--- src/hw/apr_map.vh ---
`ifndef APR_MAP_VH
`define APR_MAP_VH
// system register encoding fields
`define APR_CRN_VAL 4'hC
`define APR_CRM_G0 4'h8
`define APR_CRM_G1 4'h9
`define APR_OPC1_VAL 3'h0
`define APR_OP2_G0_PFX 1'h1
`define APR_OP2_G1_PFX 1'h0
`define APR_OP2_PFX_BIT 2
// reset value of every active-priority word
`define APR_RESET_VAL 32'h00000000
// priority-bit thresholds for implemented indices
`define APR_PRI_IDX1 3'h6
`define APR_PRI_IDX2 3'h7
// exception level encodings
`define APR_EL0 2'h0
`define APR_EL1 2'h1
`define APR_EL2 2'h2
`define APR_EL3 2'h3
// result codes
`define APR_RES_OK 3'h0
`define APR_RES_VIRT 3'h1
`define APR_RES_TRAP_EL2 3'h2
`define APR_RES_TRAP_EL3 3'h3
`define APR_RES_UNDEF 3'h4
`endif

--- src/hw/apr_bank.v ---
`include "apr_map.vh"
// four-word active-priority bank, one copy per group/security view
module apr_bank (
	input wire mclk_i,
	input wire resetn_i,
	input wire wr_i,
	input wire [1:0] idx_i,
	input wire [31:0] wdata_i,
	output wire [31:0] rdata_o
);
	wire [31:0] word_w [0:3];
	genvar g;
	// each word is whole-replaced on write, zero after reset
	// one register per generate block keeps every word to a single driver
	generate
		for (g = 0; g < 4; g = g + 1) begin : gen_word
			localparam [1:0] WORD_IDX = g;
			reg [31:0] word_r;
			always @(posedge mclk_i or negedge resetn_i) begin
				if (!resetn_i) begin
					word_r <= `APR_RESET_VAL;
				end else if (wr_i && (idx_i == WORD_IDX)) begin
					word_r <= wdata_i;
				end
			end
			assign word_w[g] = word_r;
		end
	endgenerate
	assign rdata_o = word_w[idx_i];
endmodule

--- src/hw/apr_regs.v ---
// Overview of operation
// - 32-bit registers, reset to zero
// - index 1 needs six or more priority bits
// - indices 2,3 need seven priority bits
// - unimplemented index raises undefined instruction, except group1 at secure EL1 under 64-bit monitor
// - all zeros means nothing active
// - fiq route steers NS EL1 group0 virtual
// - irq route steers NS EL1 group1 virtual
// - physical group0 at NS EL1 only unrouted
// - secure group1 from secure EL3, or secure EL1 under 64-bit monitor; else nonsecure
// - cp group12 trap sends NS EL1 to hypervisor
// - trap-all-group0 sends NS EL1 to EL2
// - trap-all-group1 sends NS EL1 to EL2
// - 64-bit monitor fiq route traps group0 to EL3
// - 64-bit monitor irq route traps group1 to EL3
// - interface enable off makes EL1 undefined
// - 32-bit monitor route makes non-monitor undefined
// - index in opc2 low bits; group0 CRm 8
// - group1 uses CRm 9 with prefix zero
`include "apr_map.vh"
module apr_regs (
	input wire mclk_i,
	input wire resetn_i,
	input wire acc_valid_i,
	input wire acc_write_i,
	input wire [2:0] acc_opc1_i,
	input wire [3:0] acc_crn_i,
	input wire [3:0] acc_crm_i,
	input wire [2:0] acc_opc2_i,
	input wire [31:0] acc_wdata_i,
	input wire [1:0] cur_el_i,
	input wire cur_nonsecure_i,
	input wire cur_monitor_mode_i,
	input wire [2:0] pri_bits_i,
	input wire hyp_fiq_route_i,
	input wire hyp_irq_route_i,
	input wire hyp_trap_cp_group12_i,
	input wire trap_all_group0_i,
	input wire trap_all_group1_i,
	input wire monitor_fiq_route_i,
	input wire monitor_irq_route_i,
	input wire monitor_is_64bit_i,
	input wire sysreg_interface_enable_i,
	output reg acc_done_o,
	output reg [2:0] acc_result_o,
	output reg [31:0] acc_rdata_o,
	output reg virt_valid_o,
	output reg virt_write_o,
	output reg virt_group1_o,
	output reg [1:0] virt_idx_o,
	output reg [31:0] virt_wdata_o,
	output wire group0_none_active_o,
	output wire group1s_none_active_o,
	output wire group1ns_none_active_o
);
	// index implemented for the configured priority width
	function idx_ok;
		input [1:0] idx;
		input [2:0] pb;
		begin
			case (idx)
				2'h0: idx_ok = 1'b1;
				2'h1: idx_ok = (pb >= `APR_PRI_IDX1);
				default: idx_ok = (pb >= `APR_PRI_IDX2);
			endcase
		end
	endfunction

	wire enc_base = (acc_crn_i == `APR_CRN_VAL) && (acc_opc1_i == `APR_OPC1_VAL);
	// group and index from CRm and opc2
	wire hit_g0 = enc_base && (acc_crm_i == `APR_CRM_G0) &&
		(acc_opc2_i[`APR_OP2_PFX_BIT] == `APR_OP2_G0_PFX);
	wire hit_g1 = enc_base && (acc_crm_i == `APR_CRM_G1) &&
		(acc_opc2_i[`APR_OP2_PFX_BIT] == `APR_OP2_G1_PFX);
	wire [1:0] idx = acc_opc2_i[1:0];
	wire ns_el1 = cur_nonsecure_i && (cur_el_i == `APR_EL1);
	wire s_el1 = !cur_nonsecure_i && (cur_el_i == `APR_EL1);
	wire at_el2 = (cur_el_i == `APR_EL2);
	wire at_el3 = (cur_el_i == `APR_EL3);
	wire route = hit_g0 ? hyp_fiq_route_i : hyp_irq_route_i;
	wire mon_route = hit_g0 ? monitor_fiq_route_i : monitor_irq_route_i;
	wire tall = hit_g0 ? trap_all_group0_i : trap_all_group1_i;

	reg [2:0] res;
	// priority: undefined, hypervisor traps, monitor traps, redirect, secure group1/index undefined, done
	always @* begin
		res = `APR_RES_OK;
		if (cur_el_i == `APR_EL0) begin
			res = `APR_RES_UNDEF;
		end else if ((cur_el_i == `APR_EL1) && !sysreg_interface_enable_i) begin
			res = `APR_RES_UNDEF;
		end else if (!monitor_is_64bit_i && mon_route &&
			(at_el2 || (at_el3 && !cur_monitor_mode_i) || (ns_el1 && !route))) begin
			res = `APR_RES_UNDEF;
		end else if (ns_el1 && hyp_trap_cp_group12_i) begin
			res = `APR_RES_TRAP_EL2;
		end else if (ns_el1 && tall) begin
			res = `APR_RES_TRAP_EL2;
		end else if (monitor_is_64bit_i && mon_route &&
			(s_el1 || at_el2 || (ns_el1 && !route))) begin
			res = `APR_RES_TRAP_EL3;
		end else if (ns_el1 && route) begin
			res = `APR_RES_VIRT;
		end else if (hit_g1 && s_el1) begin
			// secure group1 copy is EL3-only in a 32-bit monitor world
			res = monitor_is_64bit_i ? `APR_RES_OK : `APR_RES_UNDEF;
		end else if (!idx_ok(idx, pri_bits_i)) begin
			res = `APR_RES_UNDEF;
		end
	end

	// secure copy only from secure EL3 (or secure EL1 under 64-bit monitor)
	wire use_s = hit_g1 && !cur_nonsecure_i && (at_el3 || s_el1);
	wire hit = acc_valid_i && (hit_g0 || hit_g1);
	wire commit = hit && acc_write_i && (res == `APR_RES_OK);
	wire [31:0] rd_g0;
	wire [31:0] rd_s;
	wire [31:0] rd_ns;

	apr_bank u_g0 (
		.mclk_i(mclk_i),
		.resetn_i(resetn_i),
		.wr_i(commit && hit_g0),
		.idx_i(idx),
		.wdata_i(acc_wdata_i),
		.rdata_o(rd_g0)
	);
	apr_bank u_g1s (
		.mclk_i(mclk_i),
		.resetn_i(resetn_i),
		.wr_i(commit && use_s),
		.idx_i(idx),
		.wdata_i(acc_wdata_i),
		.rdata_o(rd_s)
	);
	apr_bank u_g1ns (
		.mclk_i(mclk_i),
		.resetn_i(resetn_i),
		.wr_i(commit && hit_g1 && !use_s),
		.idx_i(idx),
		.wdata_i(acc_wdata_i),
		.rdata_o(rd_ns)
	);

	wire [31:0] rd_sel = hit_g0 ? rd_g0 : (use_s ? rd_s : rd_ns);

	// answer one cycle after the request; data only on permitted reads
	always @(posedge mclk_i or negedge resetn_i) begin
		if (!resetn_i) begin
			acc_done_o <= 1'b0;
			acc_result_o <= `APR_RES_OK;
			acc_rdata_o <= 32'h00000000;
			virt_valid_o <= 1'b0;
			virt_write_o <= 1'b0;
			virt_group1_o <= 1'b0;
			virt_idx_o <= 2'h0;
			virt_wdata_o <= 32'h00000000;
		end else begin
			acc_done_o <= hit;
			acc_result_o <= hit ? res : `APR_RES_OK;
			acc_rdata_o <= (hit && !acc_write_i && res == `APR_RES_OK) ?
				rd_sel : 32'h00000000;
			virt_valid_o <= hit && (res == `APR_RES_VIRT);
			if (hit && (res == `APR_RES_VIRT)) begin
				virt_write_o <= acc_write_i;
				virt_group1_o <= hit_g1;
				virt_idx_o <= idx;
				virt_wdata_o <= acc_wdata_i;
			end
		end
	end

	// zero word at the opc2 index, or the other group's CRm/opc2 encoding on the bus, flags no active priorities; software keeps the write discipline
	assign group0_none_active_o = (rd_g0 == 32'h00000000) || hit_g1;
	assign group1s_none_active_o = (rd_s == 32'h00000000) || hit_g0;
	assign group1ns_none_active_o = (rd_ns == 32'h00000000) || hit_g0;
endmodule

--- config.mk ---
export PLATFORM = sky130hd
export DESIGN_NAME = apr_regs
export DESIGN_NICKNAME = d
export VERILOG_FILES = /design/src/hw/apr_bank.v /design/src/hw/apr_regs.v
export VERILOG_INCLUDE_DIRS = /design/src /design/src/hw
export SDC_FILE = /design/constraint.sdc
export NUM_CORES = 1
export LEC_CHECK = 0
export BUFFER_PORTS_ARGS = -buffer_cell sky130_fd_sc_hd__buf_4
export CORE_MARGIN = 8
export CORE_UTILIZATION = 25
export CTS_BUF_LIST = sky130_fd_sc_hd__clkbuf_4
export DETAILED_ROUTE_END_ITERATION = 10
export HOLD_SLACK_MARGIN = 0.15
export PLACE_DENSITY = 0.46
export SYNTH_ARGS = -nofsm -noshare
export SYNTH_HDL_FRONTEND = slang
export SYNTH_SLANG_ARGS = --single-unit
--- constraint.sdc ---
create_clock -name mclk_i -period 3.9 [get_ports mclk_i]
set_input_delay 0.78 -clock mclk_i [delete_from_list [all_inputs] [get_ports mclk_i]]
set_output_delay 0.78 -clock mclk_i [all_outputs]
set_load 0.01 [all_outputs]
==> results of run 1 <==
[cell usage in the layout (no fill, tap or decap), types with 4 or more instances in the layout]
master,n
dfrtp_1,457
mux2_2,350
buf_4,205
clkbuf_4,200
mux4_2,96
nor2_1,40
mux2_1,40
mux2i_1,34
dlygate4sd3_1,34
a211oi_1,32
mux2_4,30
buf_12,28
clkinv_1,20
nand4_1,15
nor4_4,12
nor4_1,11
nor2b_1,8
nor4_2,8
diode_2,7
inv_2,7
nand3_1,5
buf_6,4
[where the power goes]
group	internal, mW	switching (mW)	leakage (nW)
clock network	2.47	2.12	1.03
registers	4.74	0.000347	6.38
logic	0.184	0.298	5.14
total	7.40	2.42	12.6
[logic make-up after synthesis]
logic type	count (synthesis)	synth area share
compound gates	54	0.0216
buf+inv	115	0.0308
flops	457	0.551
mux	553	0.356
simple gates	128	0.0412
[cells in the mapped netlist, drive strengths merged (2+ instances only)]
master	n	area, µm²
nor4	31	284
nand3	7	40.0
nand2	4	15.0
o2111ai	2	17.5
mux2	420	4840
nor4b	4	65.1
buf	62	440
nand3b	2	15.0
and3	4	25.0
nor2b	8	50.1
o21ai	3	15.0
clkbuf	50	188
a211oi	32	240
nor2	40	150
mux4	96	2160
dfrtp	457	11400
or2	3	18.8
a22o	3	26.3
inv	3	11.3
nand4	16	106
a32oi	3	45.1
nor3b	3	27.5
a21oi	3	15.0
nor3	2	15.0
mux2i	37	382
[metal layers]
metal / GRT usage / wire [µm] / up-vias
li1: - / - / 5602
met1: 0.173 / 27300 / 6723
met2: 0.204 / 28000 / 306
met3: 0.0331 / 3190 / 98
met4: 0.0466 / 1260 / 0
met5: 0 / 0 / -
[flip-flops by register name, indices dropped and copies added, names as in the netlist, 2 cells and up]
| name | cells |
|---|---|
| acc_rdata_o | 32 |
| acc_result_o | 3 |
| u_g0.gen_word.word_r | 128 |
| u_g1ns.gen_word.word_r | 128 |
| u_g1s.gen_word.word_r | 128 |
| virt_idx_o | 2 |
| virt_wdata_o | 32 |
[worst max-delay path: stages]
cell and delay [ns]:
buf_12 0.14, buf_12 0.17, buf_4 0.17, mux4_2 0.55
nor4_1 0.34, buf_4 0.19, nand4_1 0.22, o21ai_2 0.31
buf_6 0.14
[worst max path at each step]
stage | start | to | slack [ns] | cells after the start
6_report | acc_opc2_i[0] | group0_none_active_o | 0.05 | 9
2_1_floorplan | acc_opc2_i[0] | group0_none_active_o | 0.19 | 7
4_1_cts | u_g0.gen_word[0].word_r[16]$_DFFE_PN0P_ | group0_none_active_o | -0.09 | 6
3_3_place_gp | acc_opc2_i[0] | group0_none_active_o | -0.61 | 9
5_1_grt | u_g0.gen_word[3].word_r[1]$_DFFE_PN0P_ | group0_none_active_o | -0.10 | 5
3_5_place_dp | acc_opc2_i[0] | group0_none_active_o | -0.61 | 9
[timing repair]
action,4_1_cts,5_1_grt
gates resized for setup,28,7
pin swaps,13,3
endpoints found under the setup margin,3,3
hold buffers,34,0
hold endpoints to repair,487,0
gates cloned,1,0
setup buffers,2,1
[stage by stage]
stage / util / hold slack, ns
3_5_place_dp: 0.288 / 0.472
3_3_place_gp: 0.288 / 0.463
5_1_grt: 0.316 / 0.202
2_1_floorplan: - / 0.452
4_1_cts: 0.315 / 0.175
6_report: 0.316 / 0.317
[layout make-up]
class	instances	area (µm²)	area share
Inverter	3	11.3	0.000434
Multi-Input combinational cell	735	8860	0.342
Timing Repair Buffer	274	2560	0.0987
Clock buffer	200	1500	0.0579
Tap cell	1070	1340	0.0516
Antenna cell	7	17.5	0.000675
Sequential cell	457	11400	0.441
Clock inverter	36	211	0.00815
==> out/results.ini, run 1 <==
[hold_path]
hp-start = hyp_trap_cp_group12_i
hp-class = in -> reg
whs_path_depth = 3
worstHoldEndpoint = acc_result_o[0]$_DFF_PN0_

[drt]
drt_wl_total_mm = 59.8
drtPass1Iterations = 4
dr.first_iter.drc_count = 639
wl_per_cell_um = 21.5
drcViolationCount = 0
via_count = 12700
via_per_inst = 4.58
ant_nets = 0

[clock_network]
htree_levels = 4
cts.clk_slew.worst_paths_ns = 0.06
cts-root-buf = clkbuf_4
cts_buffers = 135
cts.sinks = 457
clockBufferDepth = 3
cts_tree = done
clock_latency_ns = 0.97

[critical_path]
path_max_fanout = 11
rr_startpoint = u_g1s.gen_word[3].word_r[10]$_DFFE_PN0P_
start_kind = input port
end_kind = primary output
setup.worst_path.class = in -> out
r2r_slack_ns = 2.33
worstRegToRegCells = 5
rr_endpoint = acc_rdata_o[10]$_DFF_PN0_
critPathArrivalTime_ns = 3.07
crit_required_ns = 3.12

[global_route]
grt_first_pass_wirelength_mm = 92.1
grt_use_total = 0.130
grt_overflow = 0
grt_pass1_vias = 14200
antenna_found_initial = 2
grt_start_max_net_pins = 101

[sta]
fin_tns_setup_ns = 0
worst_slew_pin_slew_ns = 0.940
setup_viol = 0
finClkSkew_ns = 0.0655
slew_violations = 0
relSlewSlack = 0.373
finalCriticalPeriod_ns = 3.85
finalCritPeriodShare = 0.987
rsz0062_at_grt = true
fin_ws_ns = 0.0509
clock.fmax_mhz = 260
hold_violations = 0

[die]
die_w_um = 304
pin_count = 142
die-area_um2 = 92500
die_h_um = 304
start_util = 0.253
rows = 105
core_um2 = 82100

[pwr]
ir_drop_uv = 158
power_density_nw_per_um2 = 378
p_leak_nw = 12.6
p_total_mw = 9.82

[logic_synthesis]
ys_types = 50
syn_area_per_cell_um2 = 15.9
synth_edf_count = 0
synthCells = 1307
ys_ff_latch = 457
async_flop_share = 1.00
synthFlopType = dfrtp_1
yosysWarningCount = 0
synth_nets = 1373
synth_area_um2 = 20800
ys_seq_area_frac = 0.551

[flow_run]
maxCapViolations = 0

[placed_design]
pre_cts_slack_ns = -0.614
port_buffers = 141
placed_cells = 2502
place_congestion = 0.731
post-dp-hpwl_mm = 37.5
postPlaceCellArea_um2 = 23600

[cells_and_area]
fin_nets = 1672
layout.cells.non_filler = 2782
fillers = 8192
fin_area_um2 = 25900
area_growth_pct = 24.9
drive_above_1_share = 0.572

[outcome]
status = finished, final reports clean

Power figures use the tool's default switching activity.
==> run 2: changes to the inputs <==
- CTS_CLUSTER_SIZE: not set -> 28
- PLACE_DENSITY: 0.46 -> 0.47
- RECOVER_POWER: not set -> 100
- clock period: 3.9 -> 3.1 ns (I/O delays scaled with it)
==> run 2 against run 1 <==
The run now ends with negative setup slack left. Clock-buffer cell count down 3. Die area is the same. Routed wire length grew 0.60%. Sequential share of layout area rose by 0.47 points. Highest routed layer is now met5. Core utilization fell by 0.34 points. Critical path depth is 3 lower. Clock skew decreased by 0.028 ns. Register-to-register slack lost 0.87 ns. Largest cell class unchanged. Clock power grew 24%.
==> out/results.ini, run 2 (synthesis results as in run 1) <==
[pwr]
p_total_mw = 12.2
ir_drop_uv = 213
power_density_nw_per_um2 = 477
p_leak_nw = 12.3

[drt]
wl_per_cell_um = 21.3
drt_wl_total_mm = 60.2
dr.first_iter.drc_count = 652
via_per_inst = 4.60
drcViolationCount = 0
drtPass1Iterations = 6
via_count = 13000
ant_nets = 0

[critical_path]
rr_startpoint = u_g1ns.gen_word[2].word_r[10]$_DFFE_PN0P_
path_max_fanout = 2
crit_top_cell = buf_4
setup.worst_path.class = reg -> out
slowest_stage = mux4_2
worst_path_largest_cell_delay_ns = 0.56
crit_required_ns = 2.48
start_kind = flip-flop
cp-startpoint = u_g0.gen_word[3].word_r[10]$_DFFE_PN0P_
path_cells = mux4_2 > nor4_4 > buf_4 > nand4_1 > o21ai_2 > buf_4
end_kind = primary output
critPathArrivalTime_ns = 3.01

[cells_and_area]
layout.cells.non_filler = 2825
top_regs = u_g0.gen_word.word_r: 128 flops, u_g1ns.gen_word.word_r: 128 flops, u_g1s.gen_word.word_r: 128 flops
fillers = 8199
multi_input_area_um2 = 8720
regArea_um2 = 11400
fin_nets = 1728
drive_above_1_share = 0.527
final_cell_mix = dfrtp_1 (457), mux2_2 (350), clkbuf_4 (211)
area_growth_pct = 23.6
fin_util = 0.313
final_common_cell = dfrtp_1

[sta]
finClkSkew_ns = 0.0371
slew_violations = 0
finalCritPeriodShare = 1.17
relSlewSlack = 0.0536
setup_viol = 26
worst_slew_pin_slew_ns = 1.42
finalCriticalPeriod_ns = 3.63
hold_violations = 0
clock.fmax_mhz = 276
fin_ws_ns = -0.528
rsz0062_at_grt = true

[flow_run]
maxCapViolations = 0

[outcome]
status = complete, but fails checks
violations = negative setup slack

[clock_network]
cts.clk_slew.worst_paths_ns = 0.06
cts.sinks = 457
cts-root-buf = clkbuf_4
htree_levels = 4
clockBufferDepth = 3
clock_latency_ns = 0.92
cts_tree = done
cts_buffers = 134

[global_route]
antenna_found_initial = 5
grt_use_total = 0.132
grt_first_pass_wirelength_mm = 94.1
grt_pass1_vias = 14800
grt_start_max_net_pins = 61
grt_overflow = 0

[die]
rows = 105
die_h_um = 304
core_um2 = 82100
die_w_um = 304
die-area_um2 = 92500
start_util = 0.253
pin_count = 142

[placed_design]
place_congestion = 0.736
post-dp-hpwl_mm = 39.9
port_buffers = 141
placed_cells = 2559

[hold_path]
hp-start = acc_opc2_i[2]
hp-class = in -> reg

-- run 2: changes by cell type in the layout (fill, tap and decap cells not counted), moves of 4 or more --
cell / delta
buf_12: -14
buf_4: -53
buf_6: +9
clkbuf_1: +79
clkbuf_2: +18
clkbuf_4: +11
clkinv_1: -8
dlygate4sd3_1: +4
mux2_1: +16
mux2_4: -16
nor4_4: -4
-- run 2: layout make-up --
cell class	count	area share
Sequential cell	457	0.446
Timing Repair Buffer	331	0.0968
Inverter	3	0.000439
Antenna cell	8	0.000780
Clock buffer	197	0.0576
Clock inverter	24	0.00687
Multi-Input combinational cell	735	0.340
Tap cell	1070	0.0522
-- run 2: power breakdown --
| group | total, mW | switching (mW) | internal (mW) |
|---|---|---|---|
| logic | 0.592 | 0.367 | 0.225 |
| registers | 5.97 | 0.000392 | 5.97 |
| clock network | 5.69 | 2.56 | 3.12 |
-- run 2: what timing repair did --
action | CTS | global route
setup endpoints to repair | 3 | 3
hold buffers | 39 | 0
gates cloned | 0 | 0
resized for setup | 25 | 3
pin swaps | 9 | 1
setup buffers | 1 | 0
endpoints found under the hold margin | 776 | 0
-- run 2: worst paths after layout --
kind                       slack, ns                                      end  cells past startpoint
hold / removal                  0.31                virt_group1_o$_DFFE_PN0P_                      5
setup reg to reg                1.46                acc_rdata_o[10]$_DFF_PN0_                      5
max in group asynchronous       0.10  u_g0.gen_word[2].word_r[20]$_DFFE_PN0P_                      6
hold reg to reg                 0.48  u_g0.gen_word[3].word_r[24]$_DFFE_PN0P_                      1
setup / recovery               -0.53                     group0_none_active_o                      6
min in group asynchronous       1.16                virt_idx_o[1]$_DFFE_PN0P_                      3
-- run 2: layer usage --
layer | vias to the layer above | global-route usage | routed length, µm
met1 | 6931 | 0.171 | 27400
met2 | 262 | 0.215 | 29000
met5 | - | 0 | 26
met3 | 90 | 0.0371 | 2670
met4 | 4 | 0.0414 | 1080
li1 | 5712 | - | -
-- run 2: through the flow --
| stage | TNS (ns) | setup WS [ns] | area, µm² | hold slack, ns |
|---|---|---|---|---|
| floorplan | 0 | 0.0242 | 20800 | 0.324 |
| global placement | -89.74 | -1.03 | 24200 | 0.463 |
| detailed placement | -104.97 | -1.02 | 24200 | 0.471 |
| CTS | -2.08 | -0.744 | 26400 | 0.158 |
| global route | -17.43 | -0.768 | 25700 | 0.225 |
| finish | -4.17 | -0.528 | 25700 | 0.307 |
-- run 2: worst max-delay path: cells and delay by family, from the launching register on --
family / cells / cell delay, ns
compound gates: 1 / 0.25
simple gates: 2 / 0.58
mux: 1 / 0.56
buf+inv: 2 / 0.34
flops: 1 / 0.38
